### src/rps_pkg.sv
`default_nettype none
package rps_pkg;

  // Register port geometry.
  localparam int ADDR_W = 4;
  localparam int DATA_W = 16;

  // Register indices on the plain register port.
  localparam logic [ADDR_W-1:0] REG_FAULT_MAP = 4'h0;
  localparam logic [ADDR_W-1:0] REG_OUT_MAP0 = 4'h1;
  localparam logic [ADDR_W-1:0] REG_OUT_MAP1 = 4'h2;

  // Field layouts.
  localparam int FAULT_SEL_W = 7;
  localparam int FAULT_SEL_LSB = 0;
  localparam int OUT_SEL_W = 6;
  localparam int OUT_HI_LSB = 8;
  localparam int OUT_LO_LSB = 0;

  // Reset values.
  localparam logic [FAULT_SEL_W-1:0] FAULT_SEL_RST = 7'h00;
  localparam logic [OUT_SEL_W-1:0] OUT_SEL_RST = 6'h00;
  localparam logic [DATA_W-1:0] RDATA_IDLE = 16'h0000;

  // Input select codes.
  localparam logic [FAULT_SEL_W-1:0] SEL_GROUND = 7'h00;
  localparam logic [FAULT_SEL_W-1:0] SEL_COMPARATOR_ONE = 7'h01;
  localparam logic [FAULT_SEL_W-1:0] SEL_REMAP_PIN_121 = 7'h79;
  localparam int SRC_NUM = 128;
  localparam int SRC_FIRST_PIN = 2;
  localparam int PIN_NUM = SRC_NUM - SRC_FIRST_PIN;

  // Output function codes; code zero means no peripheral function.
  localparam int FUNC_NUM = 64;
  localparam logic [OUT_SEL_W-1:0] FUNC_NONE = 6'h00;
  localparam logic [FUNC_NUM-1:0] FUNC_IMPL_MASK = 64'hffff_ffff_ffff_fffe;

  // Remappable output pin slots.
  localparam int OUT_PINS = 4;
  localparam int SLOT_PIN20 = 0;
  localparam int SLOT_PIN35 = 1;
  localparam int SLOT_PIN36 = 2;
  localparam int SLOT_PIN37 = 3;

  typedef struct packed {
    logic [ADDR_W-1:0] addr;
    logic [DATA_W-1:0] wdata;
    logic wr;
    logic rd;
  } rps_bus_req_type;

  typedef struct packed {
    logic en;
    logic val;
  } rps_pin_drive_type;

endpackage
`default_nettype wire

### src/rps_sync.sv
`timescale 1ns/1ps
`default_nettype none
module rps_sync
  import rps_pkg::*;
#(
  parameter int WIDTH = 1
) (
  // Clock and reset.
  input wire logic clk_sys,
  input wire logic nrst,
  // Asynchronous levels in, synchronised levels out.
  input wire logic [WIDTH-1:0] async_in,
  output logic [WIDTH-1:0] sync_out
);

  logic [WIDTH-1:0] stage1_r;

  // The first stage feeds only the second stage.
  always_ff @(posedge clk_sys or negedge nrst) begin
    if (!nrst) begin
      stage1_r <= '0;
      sync_out <= '0;
    end else begin
      stage1_r <= async_in;
      sync_out <= stage1_r;
    end
  end

endmodule
`default_nettype wire

### src/rps_pin_select.sv
// The address-and-strobe port and the placing of the registers were chosen for this implementation.
`timescale 1ns/1ps
`default_nettype none
// Behaviour
// [RULE1] The fault input map holds a writable 7-bit select in its low bits that picks the fault A source.
// [RULE2] Select zero grounds the fault A input, select one passes comparator one, and 0x79 passes pin 121.
// [RULE3] Unimplemented bits of all three map registers read as zero and ignore writes.
// [RULE4] Output map zero holds the pin 35 select in bits 13 to 8 and the pin 20 select in bits 5 to 0.
// [RULE5] Output map one holds the pin 37 select in bits 13 to 8 and the pin 36 select in bits 5 to 0.
// [RULE6] Every select field is readable, writable and clears to zero at reset.
// [RULE7] An output select of zero or of an undefined code leaves its pin under ordinary port control.
module rps_pin_select
  import rps_pkg::*;
(
  // Clock and reset.
  input wire logic clk_sys,
  input wire logic nrst,
  // Register port.
  input wire rps_bus_req_type bus_req,
  output logic [DATA_W-1:0] bus_rdata,
  // Fault A input sources.
  input wire logic comparator_one_output,
  input wire logic [SRC_NUM-1:SRC_FIRST_PIN] remap_in_pins,
  output logic compare_fault_a_input,
  // Peripheral output functions and remapped pin drive.
  input wire logic [FUNC_NUM-1:0] periph_func_out,
  output logic [OUT_PINS-1:0] pin_remap_en,
  output logic [OUT_PINS-1:0] pin_remap_out
);

  logic [FAULT_SEL_W-1:0] fault_a_input_select_r;
  logic [OUT_PINS-1:0][OUT_SEL_W-1:0] out_sel_r;
  logic [PIN_NUM-1:0] pins_sync;
  logic [SRC_NUM-1:0] src_vec;
  logic fault_nxt;
  logic [DATA_W-1:0] rdata_nxt;
  rps_pin_drive_type [OUT_PINS-1:0] drive_nxt;

  // Undefined codes map to no function so a stray write cannot grab a pin.
  function automatic rps_pin_drive_type pin_drive(input logic [OUT_SEL_W-1:0] sel,
                                                   input logic [FUNC_NUM-1:0] funcs);
    rps_pin_drive_type d;
    d.en = FUNC_IMPL_MASK[sel] && (sel != FUNC_NONE);
    d.val = d.en & funcs[sel];
    return d;
  endfunction

  function automatic logic [DATA_W-1:0] pack_pair(input logic [OUT_SEL_W-1:0] hi,
                                                  input logic [OUT_SEL_W-1:0] lo);
    logic [DATA_W-1:0] w;
    w = '0;
    w[OUT_HI_LSB +: OUT_SEL_W] = hi;
    w[OUT_LO_LSB +: OUT_SEL_W] = lo;
    return w;
  endfunction

  rps_sync #(
    .WIDTH(PIN_NUM)
  ) u_pin_sync (
    .clk_sys(clk_sys),
    .nrst(nrst),
    .async_in(remap_in_pins),
    .sync_out(pins_sync)
  );

  // Fault select register; only the low seven bits are stored.
  always_ff @(posedge clk_sys or negedge nrst) begin
    if (!nrst) begin
      fault_a_input_select_r <= FAULT_SEL_RST; // [RULE6]
    end else if (bus_req.wr && bus_req.addr == REG_FAULT_MAP) begin
      fault_a_input_select_r <= bus_req.wdata[FAULT_SEL_LSB +: FAULT_SEL_W]; // [RULE1]
    end
  end

  // Output select registers; bits 15-14 and 7-6 are dropped on write.
  always_ff @(posedge clk_sys or negedge nrst) begin
    if (!nrst) begin
      out_sel_r <= {OUT_PINS{OUT_SEL_RST}}; // [RULE6]
    end else if (bus_req.wr && bus_req.addr == REG_OUT_MAP0) begin
      out_sel_r[SLOT_PIN35] <= bus_req.wdata[OUT_HI_LSB +: OUT_SEL_W]; // [RULE4]
      out_sel_r[SLOT_PIN20] <= bus_req.wdata[OUT_LO_LSB +: OUT_SEL_W]; // [RULE4]
    end else if (bus_req.wr && bus_req.addr == REG_OUT_MAP1) begin
      out_sel_r[SLOT_PIN37] <= bus_req.wdata[OUT_HI_LSB +: OUT_SEL_W]; // [RULE5]
      out_sel_r[SLOT_PIN36] <= bus_req.wdata[OUT_LO_LSB +: OUT_SEL_W]; // [RULE5]
    end
  end

  // Read data, zero outside the single cycle after a read strobe.
  always_comb begin
    rdata_nxt = RDATA_IDLE;
    if (bus_req.rd) begin
      unique case (bus_req.addr)
        REG_FAULT_MAP: rdata_nxt[FAULT_SEL_LSB +: FAULT_SEL_W] = fault_a_input_select_r; // [RULE3]
        REG_OUT_MAP0: begin
          rdata_nxt = pack_pair(out_sel_r[SLOT_PIN35], out_sel_r[SLOT_PIN20]); // [RULE3]
        end
        REG_OUT_MAP1: begin
          rdata_nxt = pack_pair(out_sel_r[SLOT_PIN37], out_sel_r[SLOT_PIN36]); // [RULE3]
        end
        default: rdata_nxt = RDATA_IDLE;
      endcase
    end
  end

  always_ff @(posedge clk_sys or negedge nrst) begin
    if (!nrst) begin
      bus_rdata <= RDATA_IDLE;
    end else begin
      bus_rdata <= rdata_nxt;
    end
  end

  // Source vector indexed by select code: ground, comparator one, then pins.
  always_comb begin
    src_vec = '0;
    src_vec[SEL_COMPARATOR_ONE] = comparator_one_output; // [RULE2]
    src_vec[SRC_NUM-1:SRC_FIRST_PIN] = pins_sync; // [RULE2]
    fault_nxt = src_vec[fault_a_input_select_r]; // [RULE2]
  end

  // Registering the mux output costs a cycle but keeps the fault input glitch free.
  always_ff @(posedge clk_sys or negedge nrst) begin
    if (!nrst) begin
      compare_fault_a_input <= 1'b0;
    end else begin
      compare_fault_a_input <= fault_nxt;
    end
  end

  // Drive decode for all four slots, registered below.
  always_comb begin
    for (int i = 0; i < OUT_PINS; i++) begin
      drive_nxt[i] = pin_drive(out_sel_r[i], periph_func_out); // [RULE7]
    end
  end

  always_ff @(posedge clk_sys or negedge nrst) begin
    if (!nrst) begin
      pin_remap_en <= '0;
      pin_remap_out <= '0;
    end else begin
      for (int i = 0; i < OUT_PINS; i++) begin
        pin_remap_en[i] <= drive_nxt[i].en; // [RULE7]
        pin_remap_out[i] <= drive_nxt[i].val; // [RULE7]
      end
    end
  end
endmodule
`default_nettype wire

### config.mk
export PLATFORM = sky130hd
export DESIGN_NAME = rps_pin_select
export DESIGN_NICKNAME = d
export VERILOG_FILES = /design/src/rps_pkg.sv /design/src/rps_sync.sv /design/src/rps_pin_select.sv
export SDC_FILE = /design/constraint.sdc
export NUM_CORES = 1
export LEC_CHECK = 0
export BUFFER_PORTS_ARGS = -buffer_cell sky130_fd_sc_hd__buf_2
export CORE_ASPECT_RATIO = 0.75
export CORE_MARGIN = 2
export CORE_UTILIZATION = 55
export CTS_BUF_LIST = sky130_fd_sc_hd__clkbuf_16
export DETAILED_ROUTE_END_ITERATION = 10
export GPL_ROUTABILITY_DRIVEN = 0
export PLACE_DENSITY_LB_ADDON = 0.08
export SYNTH_ARGS = -nofsm -noshare
export SYNTH_HDL_FRONTEND = slang
export SYNTH_HIERARCHICAL = 1
export SYNTH_SLANG_ARGS = --single-unit
### constraint.sdc
create_clock -name clk_sys -period 2.8 [get_ports clk_sys]
set_input_delay 0.14 -clock clk_sys [delete_from_list [all_inputs] [get_ports clk_sys]]
set_output_delay 0.14 -clock clk_sys [all_outputs]
set_load 0.01 [all_outputs]
Word level (Yosys, flattened, before mapping)
Memory sizes are Yosys's and may differ from the RTL's.
Index checks and enable logic that the tools add are counted.
{"block": "word_totals", "ff_bits": 308, "romBits": 256, "inputBits": 215, "output_inout_bits": 25, "word_cells": 57, "memories": 4}
{"block": "classes", "order_cmp": 5, "n_eq_ne": 2, "n_mux": 17, "n_bitwise": 5, "reduce_logical": 13}
{"name": "(name not given)", "words": 64, "width": 1, "rd": 1, "rd_clocked_by_memory_dff": 0, "wr": 0, "line": "rps_pin_select.sv:43", "rtl": "d.en = FUNC_IMPL_MASK[sel] && (sel != FUNC_NONE);"}
{"name": "(name not given)", "words": 64, "width": 1, "rd": 1, "rd_clocked_by_memory_dff": 0, "wr": 0, "line": "rps_pin_select.sv:43"}
{"name": "(name not given)", "words": 64, "width": 1, "rd": 1, "rd_clocked_by_memory_dff": 0, "wr": 0, "line": "rps_pin_select.sv:43"}
{"name": "(name not given)", "words": 64, "width": 1, "rd": 1, "rd_clocked_by_memory_dff": 0, "wr": 0, "line": "rps_pin_select.sv:43"}
{"operator": "$lt A6 B7 Y1 const B", "count": 4}
{"operator": "$bmux W1 S6", "count": 4}
{"operator": "$reduce_bool A6 Y1", "count": 4}
{"operator": "$pmux W7 S3", "count": 1}
{"operator": "$mux W14", "count": 1}
{"operator": "$pmux W7 S2", "count": 1}
{"operator": "$mux W1", "count": 9}
{"operator": "$lt A7 B8 Y1 const B", "count": 1}
{"operator": "$bmux W1 S7", "count": 1}
{"operator": "$logic_and A1 B1 Y1", "count": 7}
{"operator": "$and A1 B1 Y1", "count": 4}
{"operator": "$eq A4 B1 Y1 const B", "count": 1}
{"operator": "$eq A4 B2 Y1 const B", "count": 1}
{"operator": "$logic_not A4 Y1", "count": 1}
{"operator": "$reduce_and A2 Y1", "count": 1}
{"operator": "$not A1 Y1", "count": 1}

Longest topological paths before layout
{"block": "depth", "depth_word": 4, "ltp_mapped": 9, "depth_no_buf": 6}

By module
The synthesis kept the hierarchy.
{"mod": "rps_sync", "instances": 1, "cells_each": 252, "area_per_inst_um2": 6306.0, "seq_area_each_um2": 6306.0}
{"mod": "rps_pin_select", "instances": 1, "cells_each": 401, "area_per_inst_um2": 5393.9, "seq_area_each_um2": 1326.3}

Worst setup path after synthesis
OpenSTA, ideal clock, no wires.
{"block": "synth_timing", "path_type": "register -> register", "from": "reg out_sel_r[6] in the netlist's numbering", "to": "reg pin_remap_out[1]", "arrival_time_ps": 1883, "required_time_ps": 2673, "slack_ps": 789, "path_stages_with_launch": 8, "path_buffers": 3, "path_cell_list": "dfrtp_1 > buf_2 > buf_4 > buf_4 > mux4_2 > mux2_2 > o221ai_1 > o22ai_1"}
{"element": "from (decl)", "line": "rps_pin_select.sv:32", "rtl": "logic [OUT_PINS-1:0][OUT_SEL_W-1:0] out_sel_r;"}
{"element": "from (signal assigned)", "line": "rps_pin_select.sv:78", "rtl": "out_sel_r <= {OUT_PINS{OUT_SEL_RST}};"}
{"element": "from (signal, indexed assignment)", "line": "rps_pin_select.sv:80", "rtl": "out_sel_r[SLOT_PIN35] <= bus_req.wdata[OUT_HI_LSB +: OUT_SEL_W];"}
{"element": "from (signal, indexed assignment)", "line": "rps_pin_select.sv:81", "rtl": "out_sel_r[SLOT_PIN20] <= bus_req.wdata[OUT_LO_LSB +: OUT_SEL_W];"}
{"element": "to (signal, indexed assignment)", "line": "rps_pin_select.sv:144", "rtl": "pin_remap_out[i] <= drive_nxt[i].val;"}
{"element": "to (decl)", "line": "rps_pin_select.sv:28", "rtl": "output logic [OUT_PINS-1:0] pin_remap_out"}

==> impl_metrics.ini <==
[floorplanning]
coreArea_mm2 = 0.0210
die_area_mm2 = 0.0225
num_rows = 46
die_h_um = 130
initial_core_util = 0.557
die_w_um = 172
io_pins = 240

[sta]
min_period_ps = 2630
timing.slew.headroom = 0.391
fin_setup_tns_ps = 0
finalSetupViolations = 0
min_period_over_period = 0.938
finalHoldViolCount = 0
max_freq_mhz = 381
worstMarginPinSlew_ps = 913
skew_ps = 18.8
rsz0062_at_grt = false
drv_slew = 0

[routing]
initialDrtViolationCount = 529
drc = 0
detail-route-antenna-nets = 0
firstDrtPassIters = 5
wl_mm = 29.6
wl_per_cell_um = 21.9
vias = 7536
vias_per_cell = 5.58

[final_layout]
final_core_util = 0.745
design_area_mm2 = 0.0156
n_fill_cell = 1288
syn_to_final_growth_pct = 33.7
final_cells = 1351
finalNetCount = 1253
drive_above_1_share = 0.379

[clock_network]
clkSinkCount = 305
cts_resized = 0
cts_root_buf = clkbuf_16
clk_path_buf_depth = 3
clk_pin_slew_ps = 70
postCtsHoldBufs = 141
cts_setup_buffers = 0
cts_tree = done
cts_made_buffers = 28
htree_levels = 1
clock_latency_ps = 540

[worst_setup_path]
end_kind = register
criticalPathCategory = reg2reg
crit_buf_inv = 1
critPathArrivalTime_ps = 3030
required_ps = 3210
startpoint_type = register
critical-path-top-delay-family = multiplexers
slowest_stage = dfrtp_1
cp_cell_sequence = buf_4 -> mux4_1 -> mux4_2 -> nand2_1 -> nor2_1 -> a21oi_1 -> o21ai_1
path_max_fanout = 14
slowest_delay_ps = 870

[logic_synthesis]
ys.flop_type = dfrtp_1
synthCells = 653
yosys.area.top_type = dfrtp_1
ys_ff_latch = 305
synth_edf_count = 0
ys_top_cells_by_area = dfrtp_1, mux4_2, mux4_1, mux2_2, mux2i_1
mappedNetlistArea_mm2 = 0.0117
syn_avg_cell_area_um2 = 17.9
postSynth.asyncResetShare = 1.00
synthDistinctLibCells = 41
ys_seq_area_frac = 0.652
synth_common_cells = dfrtp_1, mux4_2, mux2i_1
yosysWarnings = 6
synth.most_common_cell = dfrtp_1
synth_top_area_share = 0.652

[power]
leakage_nw = 7.00
power_w = 0.0116
vdd_drop_max_mv = 0.586
powerDensity_mw_per_mm2 = 743

[min_path]
hold_class = in2reg

[status]
status = finished, final reports clean

[global_route]
antenna_found_initial = 3
grt_pass1_vias = 7948
grt_max_degree = 106
grt_util_all_layers = 0.270
grt_remaining_overflow = 0
grt_pass1_wl_mm = 44.7

[placed_design]
dp_hpwl_mm = 19.0
dp_cells = 1155
port_buffers = 233
dpl_cell_area_mm2 = 0.0132

[flow_run]
cap_viol_max_count = 0
==> metrics by stage <==
step | setup WS (ps) | hold slack [ps]
floorplan | 789 | -156
global placement | 245 | 196
detailed placement | 157 | 215
CTS | 147 | 46.2
global route | 81.1 | 65.5
finish | 173 | 68.1
==> state kept, by name, summed over array words and instances (netlist names) <==
name and flops:
fault_a_input_select_r 7, u_pin_sync/sync_out 126, u_pin_sync/stage1_r 126, out_sel_r 24, compare_fault_a_input 1, pin_remap_out 4
pin_remap_en 4, bus_rdata 13
==> worst paths after layout <==
path | start | end | slack (ps) | cells past startpoint
worst min register to register | u_pin_sync/stage1_r[123]$_DFF_PN0_ | u_pin_sync/sync_out[123]$_DFF_PN0_ | 350 | 0
max in group asynchronous | nrst | u_pin_sync/sync_out[8]$_DFF_PN0_ | 1760 | 3
worst max-delay path | out_sel_r[12]$_DFFE_PN0P_ | pin_remap_out[2]$_DFF_PN0_ | 170 | 7
min in group asynchronous | nrst | pin_remap_en[0]$_DFF_PN0_ | 210 | 2
worst max register to register | out_sel_r[12]$_DFFE_PN0P_ | pin_remap_out[2]$_DFF_PN0_ | 170 | 7
worst min-delay path | bus_req[19] | bus_rdata[6]$_DFF_PN0_ | 70 | 3
==> cell usage in the layout (no fill, tap or decap), types with 4 or more instances in the layout <==
cell,synthesis,layout
a211oi_1,5,5
nand3_1,5,5
mux2i_1,36,36
dlygate4sd3_1,0,141
clkinv_2,0,4
mux2_2,35,35
a21oi_1,14,14
mux4_1,32,32
bufinv_16,0,6
clkbuf_16,0,28
nand4_1,5,5
buf_12,0,6
buf_4,9,15
nand2_1,23,23
mux4_2,59,59
inv_6,0,5
nor2b_1,16,16
dfrtp_1,305,304
nor2_1,11,11
a22oi_1,28,28
buf_2,10,232
==> tightest hold or removal path: stages <==
cell,delay [ps]
buf_2,130
nor4_2,100
and3_1,190
==> cell type report <==
class                      count  area [um2]  area share
sequential                   305        7630       0.488
multi-input combinational    308        3820       0.244
timing repair buffer         395        2820       0.180
clock buffer                  28         701      0.0448
tap                          288         360      0.0230
clock inverter                24         302      0.0193
antenna                        3        7.51    0.000480
==> where the power goes <==
part	switching, W	internal [W]	leakage [nW]
Sequential	0.000500	0.00473	3.59
Clock	0.00168	0.00241	0.491
Combinational	0.000949	0.00135	2.92
Total	0.00313	0.00849	7.00
==> cell families after synthesis <==
group,after synthesis,synth area share
other cells,1,0.000321
mux,162,0.250
compound gates,64,0.0387
flops,305,0.652
simple gates,79,0.0360
buf+inv,42,0.0227
==> metal layers <==
layer	up-vias	global-route usage	share of wire
met5	-	0	0
met4	0	0.0880	0.029
met3	70	0.0531	0.074
met2	377	0.434	0.48
met1	3826	0.381	0.41
li1	3263	-	-
Power figures use the tool's default switching activity.
